==> config.mk <==
export PLATFORM = sky130hd
export DESIGN_NAME = ehl_error_history_log
export DESIGN_NICKNAME = d
export VERILOG_FILES = /design/src/ehl_pkg.sv /design/src/ehl_error_history_log.sv /design/src/ehl_code_latch.sv /design/src/ehl_hist_store.sv
export SDC_FILE = /design/constraint.sdc
export NUM_CORES = 2
export LEC_CHECK = 0
export BUFFER_PORTS_ARGS = -buffer_cell sky130_fd_sc_hd__buf_4
export CAP_MARGIN = 15
export CORE_ASPECT_RATIO = 0.7
export CORE_MARGIN = 2
export CORE_UTILIZATION = 57
export CTS_CLUSTER_DIAMETER = 120
export CTS_CLUSTER_SIZE = 28
export DETAILED_ROUTE_END_ITERATION = 8
export PLACE_DENSITY = 0.77
export SLEW_MARGIN = 5
export SYNTH_ARGS = -nofsm -noshare
export SYNTH_HDL_FRONTEND = slang
export SYNTH_HIERARCHICAL = 1
export SYNTH_SLANG_ARGS = --single-unit
==> constraint.sdc <==
create_clock -name core_clk -period 68.5 [get_ports core_clk]
set_input_delay 10.275 -clock core_clk [delete_from_list [all_inputs] [get_ports core_clk]]
set_output_delay 10.275 -clock core_clk [all_outputs]
set_load 0.01 [all_outputs]
==> src/ehl_pkg.sv <==
// constants and types shared by the error history log block
package ehl_pkg;

    // ******************************************************************
    // parameter addresses, as seen on the fieldbus parameter port
    // ******************************************************************
    localparam logic [15:0] EHL_ADDR_STOP_CODE   = 16'h1C0A;
    localparam logic [15:0] EHL_ADDR_MINOR_CODE  = 16'h1C12;
    localparam logic [15:0] EHL_ADDR_POWER_ON    = 16'h3B04;
    localparam logic [15:0] EHL_ADDR_CLEAR       = 16'h3B08;
    localparam logic [15:0] EHL_ADDR_REWIND      = 16'h3B0A;
    localparam logic [15:0] EHL_ADDR_ENTRY_CODE  = 16'h3C02;
    localparam logic [15:0] EHL_ADDR_ENTRY_CLASS = 16'h3C04;
    localparam logic [15:0] EHL_ADDR_ERR_TIME    = 16'h3C06;
    localparam logic [15:0] EHL_ADDR_QUALIFIER   = 16'h3C08;
    localparam logic [15:0] EHL_ADDR_EN_COUNT    = 16'h3C0A;
    localparam logic [15:0] EHL_ADDR_EN_TIME     = 16'h3C0C;
    localparam logic [15:0] EHL_ADDR_BUS_VOLT    = 16'h3C0E;
    localparam logic [15:0] EHL_ADDR_SPEED       = 16'h3C10;
    localparam logic [15:0] EHL_ADDR_CURRENT     = 16'h3C12;
    localparam logic [15:0] EHL_ADDR_STAGE_TEMP  = 16'h3C14;
    localparam logic [15:0] EHL_ADDR_DEV_TEMP    = 16'h3C16;

    // ******************************************************************
    // sizes and values
    // ******************************************************************
    localparam int          EHL_HIST_DEPTH = 10;
    localparam int          EHL_IDX_W      = 4;
    localparam int          EHL_CLASS_W    = 3;
    localparam int          EHL_TIME_W     = 29;
    localparam logic [2:0]  EHL_CLASS_MAX  = 3'h4;
    localparam logic [15:0] EHL_CMD_SET    = 16'h0001;
    localparam logic [15:0] EHL_CODE_NONE  = 16'h0000;
    localparam logic [31:0] EHL_RD_RESET   = 32'h00000000;

    // ******************************************************************
    // record layout: field lsb positions
    // ******************************************************************
    localparam int EHL_F_CODE   = 0;
    localparam int EHL_F_QUAL   = 16;
    localparam int EHL_F_ENCYC  = 32;
    localparam int EHL_F_ENTIME = 48;
    localparam int EHL_F_UDC    = 64;
    localparam int EHL_F_SPEED  = 80;
    localparam int EHL_F_CUR    = 96;
    localparam int EHL_F_TPA    = 112;
    localparam int EHL_F_TDEV   = 128;
    localparam int EHL_F_TIME   = 144;
    localparam int EHL_F_PON    = 173;
    localparam int EHL_F_CLASS  = 205;
    localparam int EHL_REC_W    = 208;

    typedef logic [EHL_REC_W-1:0] ehl_rec_t;

    typedef enum logic [1:0] {
        EHL_IDLE = 2'b01,
        EHL_WIPE = 2'b10
    } ehl_clr_state_t;

endpackage

==> src/ehl_error_history_log.sv <==
// error code registers and sequential error history with read buffer
//
// Notes on behaviour
// - class 0 code register, zero when none
// - class 0 code held until fault clear
// - separate register holds last stopping error code
// - history keeps the last ten errors
// - history survives the working reset
// - record captures snapshot at detection time
// - history read only in sequence by pointer
// - writing one rewinds pointer to oldest
// - entry code read copies record into buffer
// - entry code read advances the pointer
// - reading past last record returns zero
// - oldest record first, newest last
// - buffered class is zero to four
// - current field is unsigned, 0.01 A steps
// - bus voltage field is unsigned, 0.1 V steps
// - error time saturates at 536870911 seconds
// - clear on write one, reads zero when done
// - power-on count is unsigned 32-bit
// - enable count captured at error time
// - qualifier is unsigned 16-bit, code-dependent
`timescale 1ns/100ps
`default_nettype none
module ehl_error_history_log #(
    parameter int DEPTH = ehl_pkg::EHL_HIST_DEPTH
) (
    input  wire logic        core_clk,      // 125 MHz clock
    input  wire logic        rst,           // async reset, high
    input  wire logic        store_rst,     // blank history init
    input  wire logic        err_valid,     // error detected pulse
    input  wire logic [2:0]  err_class,     // error class 0..4
    input  wire logic [15:0] err_code,      // error code
    input  wire logic [15:0] err_qual,      // qualifier
    input  wire logic [31:0] err_time,      // operating hours, s
    input  wire logic [31:0] power_on_cnt,  // power-up cycles
    input  wire logic [15:0] enable_cnt,    // enable cycles since on
    input  wire logic [15:0] enable_time,   // enable to error, s
    input  wire logic [15:0] bus_volt,      // dc bus, 0.1 V
    input  wire logic [15:0] motor_speed,   // velocity, signed
    input  wire logic [15:0] motor_cur,     // current, 0.01 A
    input  wire logic [15:0] stage_temp,    // power stage temp
    input  wire logic [15:0] dev_temp,      // device temp
    input  wire logic        fault_reset,   // fault clear pulse
    input  wire logic        reg_rd,        // parameter read
    input  wire logic        reg_wr,        // parameter write
    input  wire logic [15:0] reg_addr,      // parameter address
    input  wire logic [15:0] reg_wdata,     // write value
    output logic      [31:0] reg_rdata,     // read value
    output logic             reg_rvalid     // read answer strobe
);
    import ehl_pkg::*;

    // ******************************************************************
    // elaboration checks
    // ******************************************************************
    if (DEPTH < 2 || DEPTH > (1 << EHL_IDX_W) - 2) begin : g_chk
        $error("DEPTH out of range for the pointer width");
    end

    localparam int CLR_BOUND = 12;

    // ******************************************************************
    // declarations
    // ******************************************************************
    logic [15:0]          minor_code;
    logic [15:0]          stop_code;
    ehl_rec_t             new_rec;
    ehl_rec_t             rd_rec;
    logic [EHL_IDX_W-1:0] count;
    logic                 busy;
    logic [EHL_IDX_W-1:0] rptr_q;
    ehl_rec_t             buf_q;
    logic [31:0]          rdata_q;
    logic                 rvalid_q;
    logic [31:0]          rdata_d;
    logic                 rec_ok;
    logic                 code_rd;
    logic                 code_hit;
    logic                 rewind_wr;
    logic                 clear_wr;
    logic [EHL_TIME_W-1:0] time_sat;

    // ******************************************************************
    // last error codes
    // ******************************************************************
    ehl_code_latch u_codes (
        .core_clk    (core_clk),
        .rst         (rst),
        .err_valid   (err_valid),
        .err_class   (err_class),
        .err_code    (err_code),
        .fault_reset (fault_reset),
        .minor_code  (minor_code),
        .stop_code   (stop_code)
    );

    // ******************************************************************
    // record capture
    // ******************************************************************
    // out-of-range classes are not errors and are not logged
    assign rec_ok   = err_valid && err_class <= EHL_CLASS_MAX;
    // hours counter clipped rather than wrapped
    assign time_sat = (err_time > 32'(EHL_TIME_W'('1)))
                      ? EHL_TIME_W'('1)
                      : err_time[EHL_TIME_W-1:0];

    always_comb begin
        new_rec = '0;
        new_rec[EHL_F_CODE   +: 16]          = err_code;
        new_rec[EHL_F_QUAL   +: 16]          = err_qual;
        new_rec[EHL_F_ENCYC  +: 16]          = enable_cnt;
        new_rec[EHL_F_ENTIME +: 16]          = enable_time;
        new_rec[EHL_F_UDC    +: 16]          = bus_volt;
        new_rec[EHL_F_SPEED  +: 16]          = motor_speed;
        new_rec[EHL_F_CUR    +: 16]          = motor_cur;
        new_rec[EHL_F_TPA    +: 16]          = stage_temp;
        new_rec[EHL_F_TDEV   +: 16]          = dev_temp;
        new_rec[EHL_F_TIME   +: EHL_TIME_W]  = time_sat;
        new_rec[EHL_F_PON    +: 32]          = power_on_cnt;
        new_rec[EHL_F_CLASS  +: EHL_CLASS_W] = err_class;
    end

    // ******************************************************************
    // history store
    // ******************************************************************
    // store has its own reset so the working reset leaves it intact
    ehl_hist_store #(
        .DEPTH (DEPTH)
    ) u_store (
        .core_clk    (core_clk),
        .store_rst   (store_rst),
        .wr_en       (rec_ok),
        .wr_rec      (new_rec),
        .clear_start (clear_wr),
        .rd_idx      (rptr_q),
        .rd_rec      (rd_rec),
        .count       (count),
        .busy        (busy)
    );

    // ******************************************************************
    // parameter access decode
    // ******************************************************************
    assign code_rd   = reg_rd && reg_addr == EHL_ADDR_ENTRY_CODE;
    assign code_hit  = code_rd && rptr_q < count;
    assign rewind_wr = reg_wr && reg_addr == EHL_ADDR_REWIND
                       && reg_wdata == EHL_CMD_SET;
    assign clear_wr  = reg_wr && reg_addr == EHL_ADDR_CLEAR
                       && reg_wdata == EHL_CMD_SET && !busy;

    // pointer only moves by rewind, clear or entry code reads
    always_ff @(posedge core_clk or posedge rst) begin
        if (rst) begin
            rptr_q <= '0;
        end else if (rewind_wr || clear_wr) begin
            rptr_q <= '0;
        end else if (code_hit) begin
            rptr_q <= rptr_q + 1'b1;
        end
    end

    // details come from this copy, not live from the store
    always_ff @(posedge core_clk or posedge rst) begin
        if (rst) begin
            buf_q <= '0;
        end else if (code_hit) begin
            buf_q <= rd_rec;
        end
    end

    always_comb begin
        rdata_d = EHL_RD_RESET;
        case (reg_addr)
            EHL_ADDR_STOP_CODE:   rdata_d = {16'h0000, stop_code};
            EHL_ADDR_MINOR_CODE:  rdata_d = {16'h0000, minor_code};
            EHL_ADDR_POWER_ON:    rdata_d = buf_q[EHL_F_PON +: 32];
            EHL_ADDR_CLEAR:       rdata_d = {31'h00000000, busy};
            EHL_ADDR_REWIND:      rdata_d = EHL_RD_RESET;
            EHL_ADDR_ENTRY_CODE: begin
                if (code_hit) begin
                    rdata_d = {16'h0000, rd_rec[EHL_F_CODE +: 16]};
                end
            end
            EHL_ADDR_ENTRY_CLASS:
                rdata_d = {29'h00000000, buf_q[EHL_F_CLASS +: EHL_CLASS_W]};
            EHL_ADDR_ERR_TIME:
                rdata_d = {3'h0, buf_q[EHL_F_TIME +: EHL_TIME_W]};
            EHL_ADDR_QUALIFIER:   rdata_d = {16'h0000, buf_q[EHL_F_QUAL +: 16]};
            EHL_ADDR_EN_COUNT:    rdata_d = {16'h0000, buf_q[EHL_F_ENCYC +: 16]};
            EHL_ADDR_EN_TIME:     rdata_d = {16'h0000, buf_q[EHL_F_ENTIME +: 16]};
            EHL_ADDR_BUS_VOLT:    rdata_d = {16'h0000, buf_q[EHL_F_UDC +: 16]};
            EHL_ADDR_SPEED:       rdata_d = {16'h0000, buf_q[EHL_F_SPEED +: 16]};
            EHL_ADDR_CURRENT:     rdata_d = {16'h0000, buf_q[EHL_F_CUR +: 16]};
            EHL_ADDR_STAGE_TEMP:  rdata_d = {16'h0000, buf_q[EHL_F_TPA +: 16]};
            EHL_ADDR_DEV_TEMP:    rdata_d = {16'h0000, buf_q[EHL_F_TDEV +: 16]};
            default:              rdata_d = EHL_RD_RESET;
        endcase
    end

    // answer one cycle after the read; unmapped addresses read zero
    always_ff @(posedge core_clk or posedge rst) begin
        if (rst) begin
            rdata_q  <= EHL_RD_RESET;
            rvalid_q <= 1'b0;
        end else begin
            rvalid_q <= reg_rd;
            if (reg_rd) begin
                rdata_q <= rdata_d;
            end
        end
    end

    assign reg_rdata  = rdata_q;
    assign reg_rvalid = rvalid_q;
endmodule
`default_nettype wire

==> src/ehl_code_latch.sv <==
// latches of the most recent class 0 and stopping error codes
`timescale 1ns/100ps
`default_nettype none
module ehl_code_latch (
    input  wire logic        core_clk,    // system clock
    input  wire logic        rst,         // async reset, high
    input  wire logic        err_valid,   // error detected pulse
    input  wire logic [2:0]  err_class,   // class of that error
    input  wire logic [15:0] err_code,    // code of that error
    input  wire logic        fault_reset, // fault clear pulse
    output logic      [15:0] minor_code,  // last class 0 code
    output logic      [15:0] stop_code    // last class 1..4 code
);
    import ehl_pkg::*;

    logic [15:0] minor_q;
    logic [15:0] stop_q;

    // a new class 0 error in the clearing cycle wins over the clear
    always_ff @(posedge core_clk or posedge rst) begin
        if (rst) begin
            minor_q <= EHL_CODE_NONE;
        end else if (err_valid && err_class == 3'h0) begin
            minor_q <= err_code;
        end else if (fault_reset) begin
            minor_q <= EHL_CODE_NONE;
        end
    end

    always_ff @(posedge core_clk or posedge rst) begin
        if (rst) begin
            stop_q <= EHL_CODE_NONE;
        end else if (err_valid && err_class != 3'h0
                     && err_class <= EHL_CLASS_MAX) begin
            stop_q <= err_code;
        end
    end

    assign minor_code = minor_q;
    assign stop_code  = stop_q;
endmodule
`default_nettype wire

==> src/ehl_hist_store.sv <==
// ring store of error records, retained across the working reset
`timescale 1ns/100ps
`default_nettype none
module ehl_hist_store #(
    parameter int DEPTH = 10
) (
    input  wire logic                     core_clk,    // system clock
    input  wire logic                     store_rst,   // blank-store init
    input  wire logic                     wr_en,       // append record
    input  wire ehl_pkg::ehl_rec_t        wr_rec,      // record to append
    input  wire logic                     clear_start, // begin wipe
    input  wire logic [ehl_pkg::EHL_IDX_W-1:0] rd_idx, // 0 = oldest
    output ehl_pkg::ehl_rec_t             rd_rec,      // record at rd_idx
    output logic [ehl_pkg::EHL_IDX_W-1:0] count,       // records held
    output logic                          busy         // wipe running
);
    import ehl_pkg::*;

    ehl_rec_t               mem_q [DEPTH];
    logic [EHL_IDX_W-1:0]   head_q;
    logic [EHL_IDX_W-1:0]   count_q;
    logic [EHL_IDX_W-1:0]   wipe_q;
    ehl_clr_state_t         state_q;
    logic [EHL_IDX_W-1:0]   wr_slot;
    logic                   wr_ok;

    function automatic logic [EHL_IDX_W-1:0] slot(
        input logic [EHL_IDX_W-1:0] base,
        input logic [EHL_IDX_W-1:0] off
    );
        logic [EHL_IDX_W:0] s;
        s = {1'b0, base} + {1'b0, off};
        if (s >= (EHL_IDX_W+1)'(DEPTH)) begin
            s = s - (EHL_IDX_W+1)'(DEPTH);
        end
        return s[EHL_IDX_W-1:0];
    endfunction

    // errors arriving while the wipe runs are dropped
    assign wr_ok   = wr_en && state_q == EHL_IDLE && !clear_start;
    assign wr_slot = (count_q < EHL_IDX_W'(DEPTH)) ? slot(head_q, count_q)
                                                  : head_q;

    always_ff @(posedge core_clk or posedge store_rst) begin
        if (store_rst) begin
            state_q <= EHL_IDLE;
            wipe_q  <= '0;
        end else begin
            case (state_q)
                EHL_IDLE: begin
                    if (clear_start) begin
                        state_q <= EHL_WIPE;
                        wipe_q  <= '0;
                    end
                end
                EHL_WIPE: begin
                    if (wipe_q == EHL_IDX_W'(DEPTH - 1)) begin
                        state_q <= EHL_IDLE;
                    end
                    wipe_q <= wipe_q + 1'b1;
                end
                default: state_q <= EHL_IDLE;
            endcase
        end
    end

    // full store drops the oldest record by moving the head on
    always_ff @(posedge core_clk or posedge store_rst) begin
        if (store_rst) begin
            head_q  <= '0;
            count_q <= '0;
        end else if (clear_start) begin
            head_q  <= '0;
            count_q <= '0;
        end else if (wr_ok) begin
            if (count_q < EHL_IDX_W'(DEPTH)) begin
                count_q <= count_q + 1'b1;
            end else begin
                head_q <= slot(head_q, EHL_IDX_W'(1));
            end
        end
    end

    for (genvar i = 0; i < DEPTH; i++) begin : g_entry
        always_ff @(posedge core_clk or posedge store_rst) begin
            if (store_rst) begin
                mem_q[i] <= '0;
            end else if (state_q == EHL_WIPE && wipe_q == EHL_IDX_W'(i)) begin
                mem_q[i] <= '0;
            end else if (wr_ok && wr_slot == EHL_IDX_W'(i)) begin
                mem_q[i] <= wr_rec;
            end
        end
    end

    assign rd_rec = mem_q[slot(head_q, rd_idx)];
    assign count  = count_q;
    assign busy   = state_q == EHL_WIPE;
endmodule
`default_nettype wire

==> results.cfg <==
[detailed_routing]
via_per_inst = 6.75
ant_nets = 0
drc = 0
drt_iter0_markers = 11487
wirelength_um = 356000
dr_total_vias = 88395
first_pass_iters = 7
wire_per_inst_um = 27.2

[yosys]
synth_top_family_by_area = simple AND/OR/NAND/NOR gates
ys_warn_count = 6
netlist_instances = 10986
avgSynthCellArea_sq_um = 9.90
netlist-cell-type-count = 89
synth-edff-count = 0
syn_area_sq_mm = 0.109
ys_seq_area_frac = 0.542
ys.flop_type = dfrtp_1
synth.mux.area_fraction = 0.105
synth-simple-area-share = 0.155
synth_compound_area_frac = 0.148
synth_fa_ha_area_frac = 0.00290
syn_nets = 11260
synth_xor_area_frac = 0.000874
ys_async_sr_fraction = 1.00
ys_seq_elements = 2355

[clock_tree]
cts_sinks = 2355
cts_resized = 0
cts-root-buf = clkbuf_16
clk_pin_slew_worst_paths_ps = 100
cts_made_buffers = 94
htree_levels = 3
postCtsHoldBufs = 0
cts_tree = yes
clk_path_buf_depth = 3
cts_setup_buffers = 0
clkLatencyLatePin_ps = 810

[layout]
layout-drive-gt1-share = 0.0989
stdcell_area_sq_mm = 0.114
final_cell_mix = dfrtp_1, nand2_1, o21ai_0
nFillCells = 15413
mostFrequentLayoutCell = dfrtp_1
synthToLayoutAreaGrowth_pct = 4.95
num-nets-final = 10811

[critical_path]
cp-startpoint = store_rst
cp_max_fo = 81
crit_required_ps = 69260
rr_startpoint = u_store/head_q[0]
worstPathArrival_ps = 15860
worstSetupStartpointType = primary input
crit_path_end_kind = asynchronous set/reset pin
crit_type = in2async

[grt]
grt.total_usage = 0.363
grt_max_degree = 207
first_global_vias = 87460
overflow = 0
grt_pass1_wl_um = 541000
antenna_found_initial = 43

[floorplan]
core_area_sq_mm = 0.190
rows = 134
die_y_um = 369
start_util = 0.572
die_w_um = 526
io_pins = 283
dieArea_sq_mm = 0.194

[place]
dp_hpwl_um = 204000
placed_cell_area_sq_mm = 0.111
port_buffers = 282
gp_congestion = 0.965

[sta]
finalWorstPathRequiredPeriod_ps = 15100
min_period_over_period = 0.220
tightest_slew_ps = 1260
setup-tns-final_ps = 0
hold_violations = 0
relSlewSlack = 0.159
fin_skew_ps = 47.0
report.final.slew_viol_count = 0
hold_ws_ps = 480
rsz0062_at_grt = no
fmax_mhz = 66.2
finalSetupViolations = 0

[power_and_ir_drop]
seq_power_share = 0.442
p_switching_w = 0.00197
clkPwrFrac = 0.139
internal_power_w = 0.00296
max-vdd-ir-drop_mv = 0.0679
p_leak_nw = 53.0
power_density_mw_per_mm2 = 43.2
switching_share = 0.400
power_frac_comb = 0.418
fin_total_pwr_w = 0.00493

[worst_hold_path]
hp-class = reg2reg
hold_path.startpoint = buf_q[62]

[status]
status = completed

[job]
maxCapViolations = 0
-- layout make-up --
cell class / instances / area [sq um] / area share
sequential: 2355 / 58900 / 0.516
multi-input combinational: 7418 / 45000 / 0.395
timing repair buffer: 437 / 3640 / 0.0319
tap: 2516 / 3150 / 0.0276
clock buffer: 106 / 2420 / 0.0212
inverter: 231 / 878 / 0.00770
antenna: 23 / 57.6 / 0.000504
clock inverter: 3 / 36.3 / 0.000318
-- critical path: stages --
cell	delay [ps]
buf_4	120
clkinvlp_4	370
buf_4	840
buf_4	700
buf_4	810
buf_4	700
buf_4	890
buf_4	920
-- layer usage --
layer / track usage / part of all wire / wire length (um)
met3: 0.120 / 0.14 / 48900
met2: 0.537 / 0.44 / 155000
met1: 0.491 / 0.38 / 134000
met5: 0 / 0.00071 / 253
met4: 0.158 / 0.049 / 17400
-- path summary, 6_finish.rpt --
check	to	slack [ps]	depth (start not counted)
setup / recovery	u_store/mem_q[554]	53400	8
max in group core_clk	u_store/mem_q[529]	54090	15
hold / removal	buf_q[62]	480	2
hold reg to reg	buf_q[62]	480	2
min in group asynchronous	u_store/mem_q[1699]	9530	2
setup reg to reg	reg_rdata[11]	60870	15
-- cell usage after synthesis (7+ instances only) --
library cell	instances	share of area
a211oi_1	7	0.00048
a21oi_1	19	0.00087
a221oi_1	25	0.0020
a222oi_1	14	0.0013
a22oi_1	48	0.0033
a31o_1	208	0.017
and3_1	12	0.00069
buf_1	102	0.0035
buf_2	169	0.0078
buf_4	56	0.0039
buf_6	12	0.0012
clkbuf_1	636	0.022
dfrtp_1	2354	0.54
ha_1	22	0.0025
inv_1	231	0.0080
mux2_2	211	0.022
mux2_4	10	0.0014
mux2i_1	421	0.039
mux4_2	209	0.043
nand2_1	2315	0.080
nand2b_1	52	0.0030
nand3_1	866	0.040
nand3b_1	212	0.015
nor2_1	276	0.0095
nor3_1	10	0.00046
nor4_1	8	0.00046
nor4_2	8	0.00092
nor4_4	7	0.0014
o21ai_0	1717	0.079
o21ai_1	195	0.0090
o221a_2	16	0.0017
o221ai_1	207	0.017
o22ai_1	204	0.012
-- registers in the layout, indices dropped and copies added (netlist names) --
signal,count
buf_q,192
u_store/mem_q,2080
u_codes/minor_code,16
reg_rdata,32
reg_rvalid,1
u_store/head_q,4
u_codes/stop_code,16
u_store/count,4
u_store/wipe_q,4
rptr_q,4
u_store/state_q,2
-- stage by stage --
stage	utilization	instances	worst slack, ps
after floorplan	-	10986	29150
after global placement	0.586	12950	52150
after detailed placement	0.586	12950	51930
after CTS	0.599	13059	52760
after global routing	0.600	13078	52550
final	0.600	13089	53400
-- power by group through the flow --
| stage | combinational [W] | clock (W) | sequential (W) |
|---|---|---|---|
| final | 0.00206 | 0.000686 | 0.00218 |
| after global routing | 0.00222 | 0.000737 | 0.00223 |
| after CTS | 0.00200 | 0.000689 | 0.00217 |
| after detailed placement | 0.00200 | 0 | 0.00220 |
| after global placement | 0.00191 | 0 | 0.00216 |
| after floorplan | 0.00145 | 0 | 0.00215 |
-- cell families after synthesis --
kind of cell / after synthesis
compound gates: 2718
xor+xnor: 10
fa+ha+maj: 24
buf+inv: 1213
flops: 2355
mux: 851
simple gates: 3815
No activity file was read; power rests on OpenSTA's default activity.
